===== src/rtl/slvp_map.svh =====
`ifndef SLVP_MAP_SVH
`define SLVP_MAP_SVH

// ----------------------------------------
// register byte offsets
// ----------------------------------------
`define SLVP_OFF_DATA 5'h00
`define SLVP_OFF_CTRL 5'h04
`define SLVP_OFF_ANCFG 5'h08
`define SLVP_OFF_IRQ_STAT 5'h0C
`define SLVP_OFF_IRQ_MASK 5'h10

// ----------------------------------------
// control/status field positions
// ----------------------------------------
`define SLVP_CTRL_IBF 7
`define SLVP_CTRL_OBF 6
`define SLVP_CTRL_INPUT_OVERFLOW 5
`define SLVP_CTRL_MODE 4
`define SLVP_CTRL_DIR_HI 2
`define SLVP_ANCFG_HI 5

// ----------------------------------------
// event bit positions
// ----------------------------------------
`define SLVP_NUM_EVT 2
`define SLVP_EVT_DONE 0
`define SLVP_EVT_OVF 1

// ----------------------------------------
// reset values
// ----------------------------------------
`define SLVP_DIR_RST 3'h7
`define SLVP_ANCFG_RST 6'h00
`define SLVP_BYTE_RST 8'h00
`define SLVP_EVT_RST 2'h0
`define SLVP_SYNC_RST 11'h007

`endif


===== src/rtl/slvp_pkg.sv =====
package slvp_pkg;

  typedef enum logic [1:0] {
    SLVP_IDLE,
    SLVP_WRITE,
    SLVP_READ
  } slvp_state_t;

  typedef logic [7:0] slvp_byte_t;

endpackage


===== src/rtl/slvp_strobe_if.sv =====
`timescale 1ns/1ps
interface slvp_strobe_if;
  logic cs_n;
  logic rd_n;
  logic wr_n;
  logic [7:0] data;
  modport src (output cs_n, output rd_n, output wr_n, output data);
  modport dst (input cs_n, input rd_n, input wr_n, input data);
endinterface


===== src/rtl/slvp_sync.sv =====
`timescale 1ns/1ps
`include "slvp_map.svh"

module slvp_sync (
  // clock and reset
  input wire logic ref_clk,
  input wire logic sys_rst,
  // raw pins: data, control_pin_2, control_pin_1, control_pin_0
  input wire logic [10:0] raw,
  // filtered levels
  slvp_strobe_if.src lvl
);

  localparam logic [10:0] SYNC_RST = `SLVP_SYNC_RST;

  logic [10:0] s1_r;
  logic [10:0] s2_r;
  logic [10:0] s3_r;
  logic [10:0] lvl_r;

  // ----------------------------------------
  // three stages, change accepted when two and three agree
  // ----------------------------------------
  genvar i;
  generate
    for (i = 0; i < 11; i++) begin : g_bit
      always_ff @(posedge ref_clk) begin
        if (sys_rst) begin
          s1_r[i] <= SYNC_RST[i];
          s2_r[i] <= SYNC_RST[i];
          s3_r[i] <= SYNC_RST[i];
          lvl_r[i] <= SYNC_RST[i];
        end else begin
          s1_r[i] <= raw[i];
          s2_r[i] <= s1_r[i];
          s3_r[i] <= s2_r[i];
          if (s2_r[i] == s3_r[i]) begin
            lvl_r[i] <= s3_r[i];
          end
        end
      end
    end
  endgenerate

  assign lvl.rd_n = lvl_r[0];
  assign lvl.wr_n = lvl_r[1];
  assign lvl.cs_n = lvl_r[2];
  assign lvl.data = lvl_r[10:3];

endmodule


===== src/rtl/slvp_top.sv =====
`timescale 1ns/1ps
`include "slvp_map.svh"

// Contract
// - the slave port works only while the mode bit is set and the pwm unit is not in multi-output mode.
// - the external processor reads the eight-bit output latch and writes a separate eight-bit input latch.
// - in slave mode control pin 0 is read, pin 1 is write and pin 2 is chip select, all low active.
// - an external write starts when select and write are first seen low and ends when either is high.
// - the end of an external write sets the port event flag and input-buffer-full.
// - a read start drives the output latch on the data pins and clears output-buffer-full.
// - a software write during an external read goes out at once and leaves output-buffer-full clear.
// - a read end releases the data pins and sets the port event flag.
// - an external write while the last word is unread sets input overflow until software clears it.
// - output-buffer-full is set while a software word awaits the external reader.
module slvp_top (
  // clock and reset
  input wire logic ref_clk,
  input wire logic sys_rst,
  // wishbone slave
  input wire logic wb_cyc,
  input wire logic wb_stb,
  input wire logic wb_we,
  input wire logic [4:0] wb_adr,
  input wire logic [3:0] wb_sel,
  input wire logic [31:0] wb_dat_w,
  output logic [31:0] wb_dat_r,
  output logic wb_ack,
  // external processor pins
  input wire logic [7:0] data_pin_in,
  output logic [7:0] data_pin_out,
  output logic data_pin_oe,
  input wire logic control_pin_0,
  input wire logic control_pin_1,
  input wire logic control_pin_2,
  // pwm unit status
  input wire logic capture_pwm_unit_multi_out,
  // interrupt
  output logic irq
);

  // ----------------------------------------
  // state
  // ----------------------------------------
  slvp_pkg::slvp_state_t state_r;
  slvp_pkg::slvp_state_t state_nxt;
  logic mode_r;
  logic [2:0] dir_r;
  logic [5:0] ancfg_r;
  slvp_pkg::slvp_byte_t out_latch_r;
  slvp_pkg::slvp_byte_t out_latch_nxt;
  slvp_pkg::slvp_byte_t in_latch_r;
  slvp_pkg::slvp_byte_t in_shadow_r;
  logic ibf_r;
  logic ibf_nxt;
  logic obf_r;
  logic obf_nxt;
  logic input_overflow_r;
  logic input_overflow_nxt;
  logic [`SLVP_NUM_EVT-1:0] evt_stat_r;
  logic [`SLVP_NUM_EVT-1:0] evt_stat_nxt;
  logic [`SLVP_NUM_EVT-1:0] evt_mask_r;
  logic [`SLVP_NUM_EVT-1:0] evt;
  logic ack_r;
  logic [31:0] rdat_r;
  logic [31:0] rdat_nxt;
  slvp_pkg::slvp_byte_t data_out_r;
  logic oe_r;
  logic irq_r;
  logic wr_end;
  logic rd_start;
  logic rd_end;

  // ----------------------------------------
  // pin synchroniser
  // ----------------------------------------
  slvp_strobe_if strb ();

  slvp_sync u_sync (
    .ref_clk(ref_clk),
    .sys_rst(sys_rst),
    .raw({data_pin_in, control_pin_2, control_pin_1, control_pin_0}),
    .lvl(strb)
  );

  // ----------------------------------------
  // bus decode
  // ----------------------------------------
  function automatic logic reg_hit(input logic [4:0] adr, input logic [4:0] off);
    return adr[4:2] == off[4:2];
  endfunction

  wire req = wb_cyc & wb_stb & ~ack_r;
  // writes need lane 0; the upper lanes hold nothing
  wire wr_req = req & wb_we & wb_sel[0];
  wire rd_req = req & ~wb_we;
  wire hit_data = reg_hit(wb_adr, `SLVP_OFF_DATA);
  wire hit_ctrl = reg_hit(wb_adr, `SLVP_OFF_CTRL);
  wire hit_ancfg = reg_hit(wb_adr, `SLVP_OFF_ANCFG);
  wire hit_stat = reg_hit(wb_adr, `SLVP_OFF_IRQ_STAT);
  wire hit_mask = reg_hit(wb_adr, `SLVP_OFF_IRQ_MASK);
  wire sw_wr_data = wr_req & hit_data;
  wire sw_rd_data = rd_req & hit_data;
  wire sw_wr_ctrl = wr_req & hit_ctrl;
  wire sw_wr_ancfg = wr_req & hit_ancfg;
  wire sw_wr_stat = wr_req & hit_stat;
  wire sw_wr_mask = wr_req & hit_mask;

  // ----------------------------------------
  // access detection
  // ----------------------------------------
  // multi-output pwm borrows the port pins, so it vetoes the mode
  wire active = mode_r & ~capture_pwm_unit_multi_out;
  wire ext_wr = active & ~strb.cs_n & ~strb.wr_n;
  wire ext_rd = active & ~strb.cs_n & ~strb.rd_n;

  always_comb begin
    state_nxt = state_r;
    wr_end = 1'b0;
    rd_start = 1'b0;
    rd_end = 1'b0;
    case (state_r)
      slvp_pkg::SLVP_IDLE: begin
        if (ext_wr) begin
          state_nxt = slvp_pkg::SLVP_WRITE;
        end else if (ext_rd) begin
          state_nxt = slvp_pkg::SLVP_READ;
          rd_start = 1'b1;
        end
      end
      slvp_pkg::SLVP_WRITE: begin
        if (!ext_wr) begin
          state_nxt = slvp_pkg::SLVP_IDLE;
          wr_end = 1'b1;
        end
      end
      slvp_pkg::SLVP_READ: begin
        if (!ext_rd) begin
          state_nxt = slvp_pkg::SLVP_IDLE;
          rd_end = 1'b1;
        end
      end
      default: begin
        state_nxt = slvp_pkg::SLVP_IDLE;
      end
    endcase
  end

  always_ff @(posedge ref_clk) begin
    if (sys_rst) begin
      state_r <= slvp_pkg::SLVP_IDLE;
    end else begin
      state_r <= state_nxt;
    end
  end

  // ----------------------------------------
  // data latches
  // ----------------------------------------
  // the bus byte is followed while the strobe is low; the last value wins
  always_ff @(posedge ref_clk) begin
    if (sys_rst) begin
      in_shadow_r <= `SLVP_BYTE_RST;
      in_latch_r <= `SLVP_BYTE_RST;
    end else begin
      if (ext_wr) begin
        in_shadow_r <= strb.data;
      end
      if (wr_end) begin
        in_latch_r <= in_shadow_r;
      end
    end
  end

  assign out_latch_nxt = sw_wr_data ? wb_dat_w[7:0] : out_latch_r;

  always_ff @(posedge ref_clk) begin
    if (sys_rst) begin
      out_latch_r <= `SLVP_BYTE_RST;
    end else begin
      out_latch_r <= out_latch_nxt;
    end
  end

  // ----------------------------------------
  // buffer status
  // ----------------------------------------
  // hardware set wins over a software clear in the same cycle
  assign ibf_nxt = wr_end | (ibf_r & ~sw_rd_data);
  assign evt[`SLVP_EVT_OVF] = wr_end & ibf_r;
  assign input_overflow_nxt = evt[`SLVP_EVT_OVF] |
                    (input_overflow_r & ~(sw_wr_ctrl & ~wb_dat_w[`SLVP_CTRL_INPUT_OVERFLOW]));
  assign evt[`SLVP_EVT_DONE] = wr_end | rd_end;

  always_comb begin
    obf_nxt = obf_r;
    if (rd_start) begin
      obf_nxt = 1'b0;
    end else if (sw_wr_data && state_r != slvp_pkg::SLVP_READ) begin
      obf_nxt = 1'b1;
    end else if (sw_wr_data) begin
      obf_nxt = 1'b0;
    end
  end

  always_ff @(posedge ref_clk) begin
    if (sys_rst) begin
      ibf_r <= 1'b0;
      obf_r <= 1'b0;
      input_overflow_r <= 1'b0;
    end else begin
      ibf_r <= ibf_nxt;
      obf_r <= obf_nxt;
      input_overflow_r <= input_overflow_nxt;
    end
  end

  // ----------------------------------------
  // configuration
  // ----------------------------------------
  // direction and analog fields are storage only; software owns them
  always_ff @(posedge ref_clk) begin
    if (sys_rst) begin
      mode_r <= 1'b0;
      dir_r <= `SLVP_DIR_RST;
      ancfg_r <= `SLVP_ANCFG_RST;
    end else begin
      if (sw_wr_ctrl) begin
        mode_r <= wb_dat_w[`SLVP_CTRL_MODE];
        dir_r <= wb_dat_w[`SLVP_CTRL_DIR_HI:0];
      end
      if (sw_wr_ancfg) begin
        ancfg_r <= wb_dat_w[`SLVP_ANCFG_HI:0];
      end
    end
  end

  // ----------------------------------------
  // data pin drive
  // ----------------------------------------
  // next latch value is driven, so a write during a read goes straight out
  always_ff @(posedge ref_clk) begin
    if (sys_rst) begin
      data_out_r <= `SLVP_BYTE_RST;
      oe_r <= 1'b0;
    end else begin
      data_out_r <= out_latch_nxt;
      oe_r <= (state_nxt == slvp_pkg::SLVP_READ);
    end
  end

  // ----------------------------------------
  // interrupt status and mask
  // ----------------------------------------
  genvar gi;
  generate
    for (gi = 0; gi < `SLVP_NUM_EVT; gi++) begin : g_evt
      assign evt_stat_nxt[gi] = evt[gi] | (evt_stat_r[gi] & ~(sw_wr_stat & wb_dat_w[gi]));
    end
  endgenerate

  always_ff @(posedge ref_clk) begin
    if (sys_rst) begin
      evt_stat_r <= `SLVP_EVT_RST;
      evt_mask_r <= `SLVP_EVT_RST;
      irq_r <= 1'b0;
    end else begin
      evt_stat_r <= evt_stat_nxt;
      if (sw_wr_mask) begin
        evt_mask_r <= wb_dat_w[`SLVP_NUM_EVT-1:0];
      end
      irq_r <= |(evt_stat_r & evt_mask_r);
    end
  end

  // ----------------------------------------
  // read data and acknowledge
  // ----------------------------------------
  wire [7:0] ctrl_word = {ibf_r, obf_r, input_overflow_r, mode_r, 1'b0, dir_r};

  assign rdat_nxt = hit_data ? {24'h00_0000, in_latch_r} :
                    hit_ctrl ? {24'h00_0000, ctrl_word} :
                    hit_ancfg ? {26'h000_0000, ancfg_r} :
                    hit_stat ? {30'h0000_0000, evt_stat_r} :
                    hit_mask ? {30'h0000_0000, evt_mask_r} :
                    32'h0000_0000;

  // one-cycle answer; unmapped reads give zero, unmapped writes vanish
  always_ff @(posedge ref_clk) begin
    if (sys_rst) begin
      ack_r <= 1'b0;
      rdat_r <= 32'h0000_0000;
    end else begin
      ack_r <= req;
      if (rd_req) begin
        rdat_r <= rdat_nxt;
      end
    end
  end

  // ----------------------------------------
  // outputs
  // ----------------------------------------
  assign wb_ack = ack_r;
  assign wb_dat_r = rdat_r;
  assign data_pin_out = data_out_r;
  assign data_pin_oe = oe_r;
  assign irq = irq_r;

endmodule

===== config.mk =====
export PLATFORM = sky130hd
export DESIGN_NAME = slvp_top
export DESIGN_NICKNAME = d
export VERILOG_FILES = /design/src/rtl/slvp_pkg.sv /design/src/rtl/slvp_strobe_if.sv /design/src/rtl/slvp_sync.sv /design/src/rtl/slvp_top.sv
export VERILOG_INCLUDE_DIRS = /design/src /design/src/rtl
export SDC_FILE = /design/constraint.sdc
export NUM_CORES = 1
export LEC_CHECK = 0
export ABC_CLOCK_PERIOD_IN_PS = 1600
export BUFFER_PORTS_ARGS = -buffer_cell sky130_fd_sc_hd__buf_2
export CORE_UTILIZATION = 52
export CTS_CLUSTER_SIZE = 20
export DETAILED_ROUTE_END_ITERATION = 10
export PLACE_DENSITY = 0.79
export SLEW_MARGIN = 10
export SYNTH_ARGS = -nofsm -noshare
export SYNTH_HDL_FRONTEND = slang
export SYNTH_HIERARCHICAL = 1
export SYNTH_SLANG_ARGS = --single-unit

===== constraint.sdc =====
create_clock -name ref_clk -period 1.6 [get_ports ref_clk]
set_input_delay 0.24 -clock ref_clk [delete_from_list [all_inputs] [get_ports ref_clk]]
set_output_delay 0.24 -clock ref_clk [all_outputs]
set_load 0.1 [all_outputs]

==> run summary <==
DP HPWL - 5.42 mm
setup TNS - 0 ps
Tot GR Track Use - 22.1%
Synth Cell Area - 3850 sq um
clock skew - 12.8 ps
Cells after Synth - 413
Vias/cell - 5.30
final worst-path cycle share - 94.4%
number of synthesized flops with an enable pin - 0
Die X - 88.0 um
IO Pins - 101
H-tree levels - 3
Initial Util - 55.1%
GPL Wtd Cong - 0.880
Core Rows - 30
PortBufs - 47
fmax - 0.662 GHz
clk sinks - 98
per-cell routed wire length - 13.7 um
r2r setup slk - 90 ps
maximum clock insertion buffer count - 2
first-pass GRT wire length - 13.2 mm
syn avg cell area - 9.32 sq um
largest net degree at the start of global routing - 38
final setup fails - 0
Setup crit end kind - flip-flop
clock root buffer - clkbuf_8
biggest fanout along the worst timing path - 5
Synth cell types - 47
initial antenna violation count - 0
Layout area overhead - 15.0%
WS Path Type - reg -> reg
vias in the first global route - 2849
total power - 4.83 mW
Post-synth ARST share - 0%
Min Hold Slack - 52.0 ps
Final Max Tran Viols - 0
Worst Path Arrival - 1750 ps
post-layout min period - 1510 ps
Setup crit start kind - flip-flop
Yosys reg bits - 98
sequential fraction of the synthesis area - 51.0%
# nets final - 527
status - finished, final reports clean
total grt overflow - 0
final hold violations - 0
Clk pin slew, worst setup/hold paths - 90 ps
full die area - 7750 sq um
# Post-CTS Setup Buffers - 0
VDD IR max - 0.710 mV
drt first pass iters - 5
commonest non-fill, non-tap cell in the layout - dfxtp_1
TritonCTS clock tree - built
yosys warns - 6
drt drc - 0
Top FF cell, synth - dfxtp_1
WL final - 7.82 mm
max cap viols - 0
cell area power density - 1090 nW/um^2
Critical Path RT - 1840 ps
leakage power - 1.70 nW
most frequent cells in the layout - 97 x dfxtp_1, 47 x buf_2, 46 x nand2_1
layout cell share with drive strength beyond 1 - 20.7%
Routed Antenna Nets - 0
HP Class - in -> reg
CTS buffer count - 9
unrepaired setup endpoints after global routing - no
Inserted Diodes - 0
clk_lat worst skew - 360 ps
chip height - 88.0 um
total number of vias - 3021
1st-iter DRT viols - 132
Core Region - 6980 sq um
[path summary, 6_finish.rpt]
| path | from | endpoint | depth (start not counted) |
|---|---|---|---|
| min reg2reg | u_sync/s1_r[1] | u_sync/s2_r[1] | 1 |
| max | u_sync/lvl.cs_n | obf_r | 3 |
| min | control_pin_2 | u_sync/s1_r[2] | 2 |
| max reg2reg | u_sync/lvl.cs_n | obf_r | 3 |
[timing repair]
item / CTS / global route
resized for setup: 0 / 1
hold buffers: 0 / 0
setup endpoints to repair: 0 / 1
[logic make-up after synthesis]
logic type,count (synthesis),synth area share (%)
other,1,0.0975
AND/OR/NAND/NOR,148,22.0
multiplexers,14,3.77
flip-flops,98,51.0
buffers and inverters,54,8.26
AO/OA/AOI/OAI,98,14.9
[registers in the layout, indices dropped and copies added, names as in the netlist]
signal and cells:
data_pin_out 8, in_latch_r 8, dir_r 3, wb_ack 1
ancfg_r 6, u_sync/s1_r 11, ibf_r 1, data_pin_oe 1
evt_stat_r 2, u_sync/s3_r 11, wb_dat_r 8, u_sync/lvl.wr_n 1
obf_r 1, u_sync/lvl.rd_n 1, in_shadow_r 8, u_sync/lvl.cs_n 1
u_sync/s2_r 11, mode_r 1, input_overflow_r 1, state_r 2
evt_mask_r 2, u_sync/lvl.data 8, irq 1
[Yosys cell counts (3+ instances only)]
| master | n | area (sq um) |
|---|---|---|
| buf_2 | 11 | 55.1 |
| or2_1 | 9 | 56.3 |
| nor2_1 | 9 | 33.8 |
| o21ai_0 | 25 | 125 |
| buf_4 | 27 | 203 |
| o31ai_1 | 9 | 67.6 |
| nand3_1 | 15 | 75.1 |
| a21oi_1 | 44 | 220 |
| o21bai_1 | 3 | 22.5 |
| clkbuf_1 | 13 | 48.8 |
| mux2i_1 | 10 | 100 |
| nor2b_1 | 27 | 169 |
| dfxtp_1 | 98 | 1960 |
| inv_1 | 3 | 11.3 |
| nand2b_1 | 4 | 25.0 |
| mux2_2 | 4 | 45.0 |
| nand4_1 | 8 | 50.1 |
| nand2_1 | 46 | 173 |
| nand3b_1 | 6 | 45.0 |
| nor3_1 | 6 | 30.0 |
[worst max-delay path, cell delays in order (launching register included)]
cell,delay (ps)
dfxtp_1,370
or4b_2,690
nor4_2,230
a2111oi_0,110
[layout make-up]
type                            instances  area (sq um)
Inverter                                3          11.3
Sequential cell                        98          1960
Fill cell                             624          2560
Clock buffer                           11           141
Tap cell                               96           120
Clock inverter                          5          85.1
Timing Repair Buffer                   73           443
Multi-Input combinational cell        284          1660
[routing by layer]
metal	track usage, %	vias up	wire (um)	share of wire (%)
li1	-	1502	-	-
met5	0	-	0	0
met1	26.8	1422	3400	44
met2	37.7	82	3880	50
met4	9.68	0	175	2.2
met3	5.00	15	360	4.6
[stage by stage]
stage / instance area [sq um] / setup WS, ps / instances / util, %
finish: 4420 / 90.4 / 570 / 63.4
global route: 4420 / 23.9 / 570 / 63.4
CTS: 4420 / 25.1 / 570 / 63.3
detailed placement: 4190 / 44.2 / 554 / 60.0
global placement: 4190 / 78.4 / 554 / 60.0
floorplan: 3940 / 7.66 / 436 / -
[power breakdown]
group	switching (mW)	internal, mW	leakage (nW)
Combinational	0.430	0.107	0.792
Clock	0.860	0.936	0.111
Sequential	0.0164	2.48	0.796
Total	1.31	3.52	1.70
(Power assumes the default switching activity.)
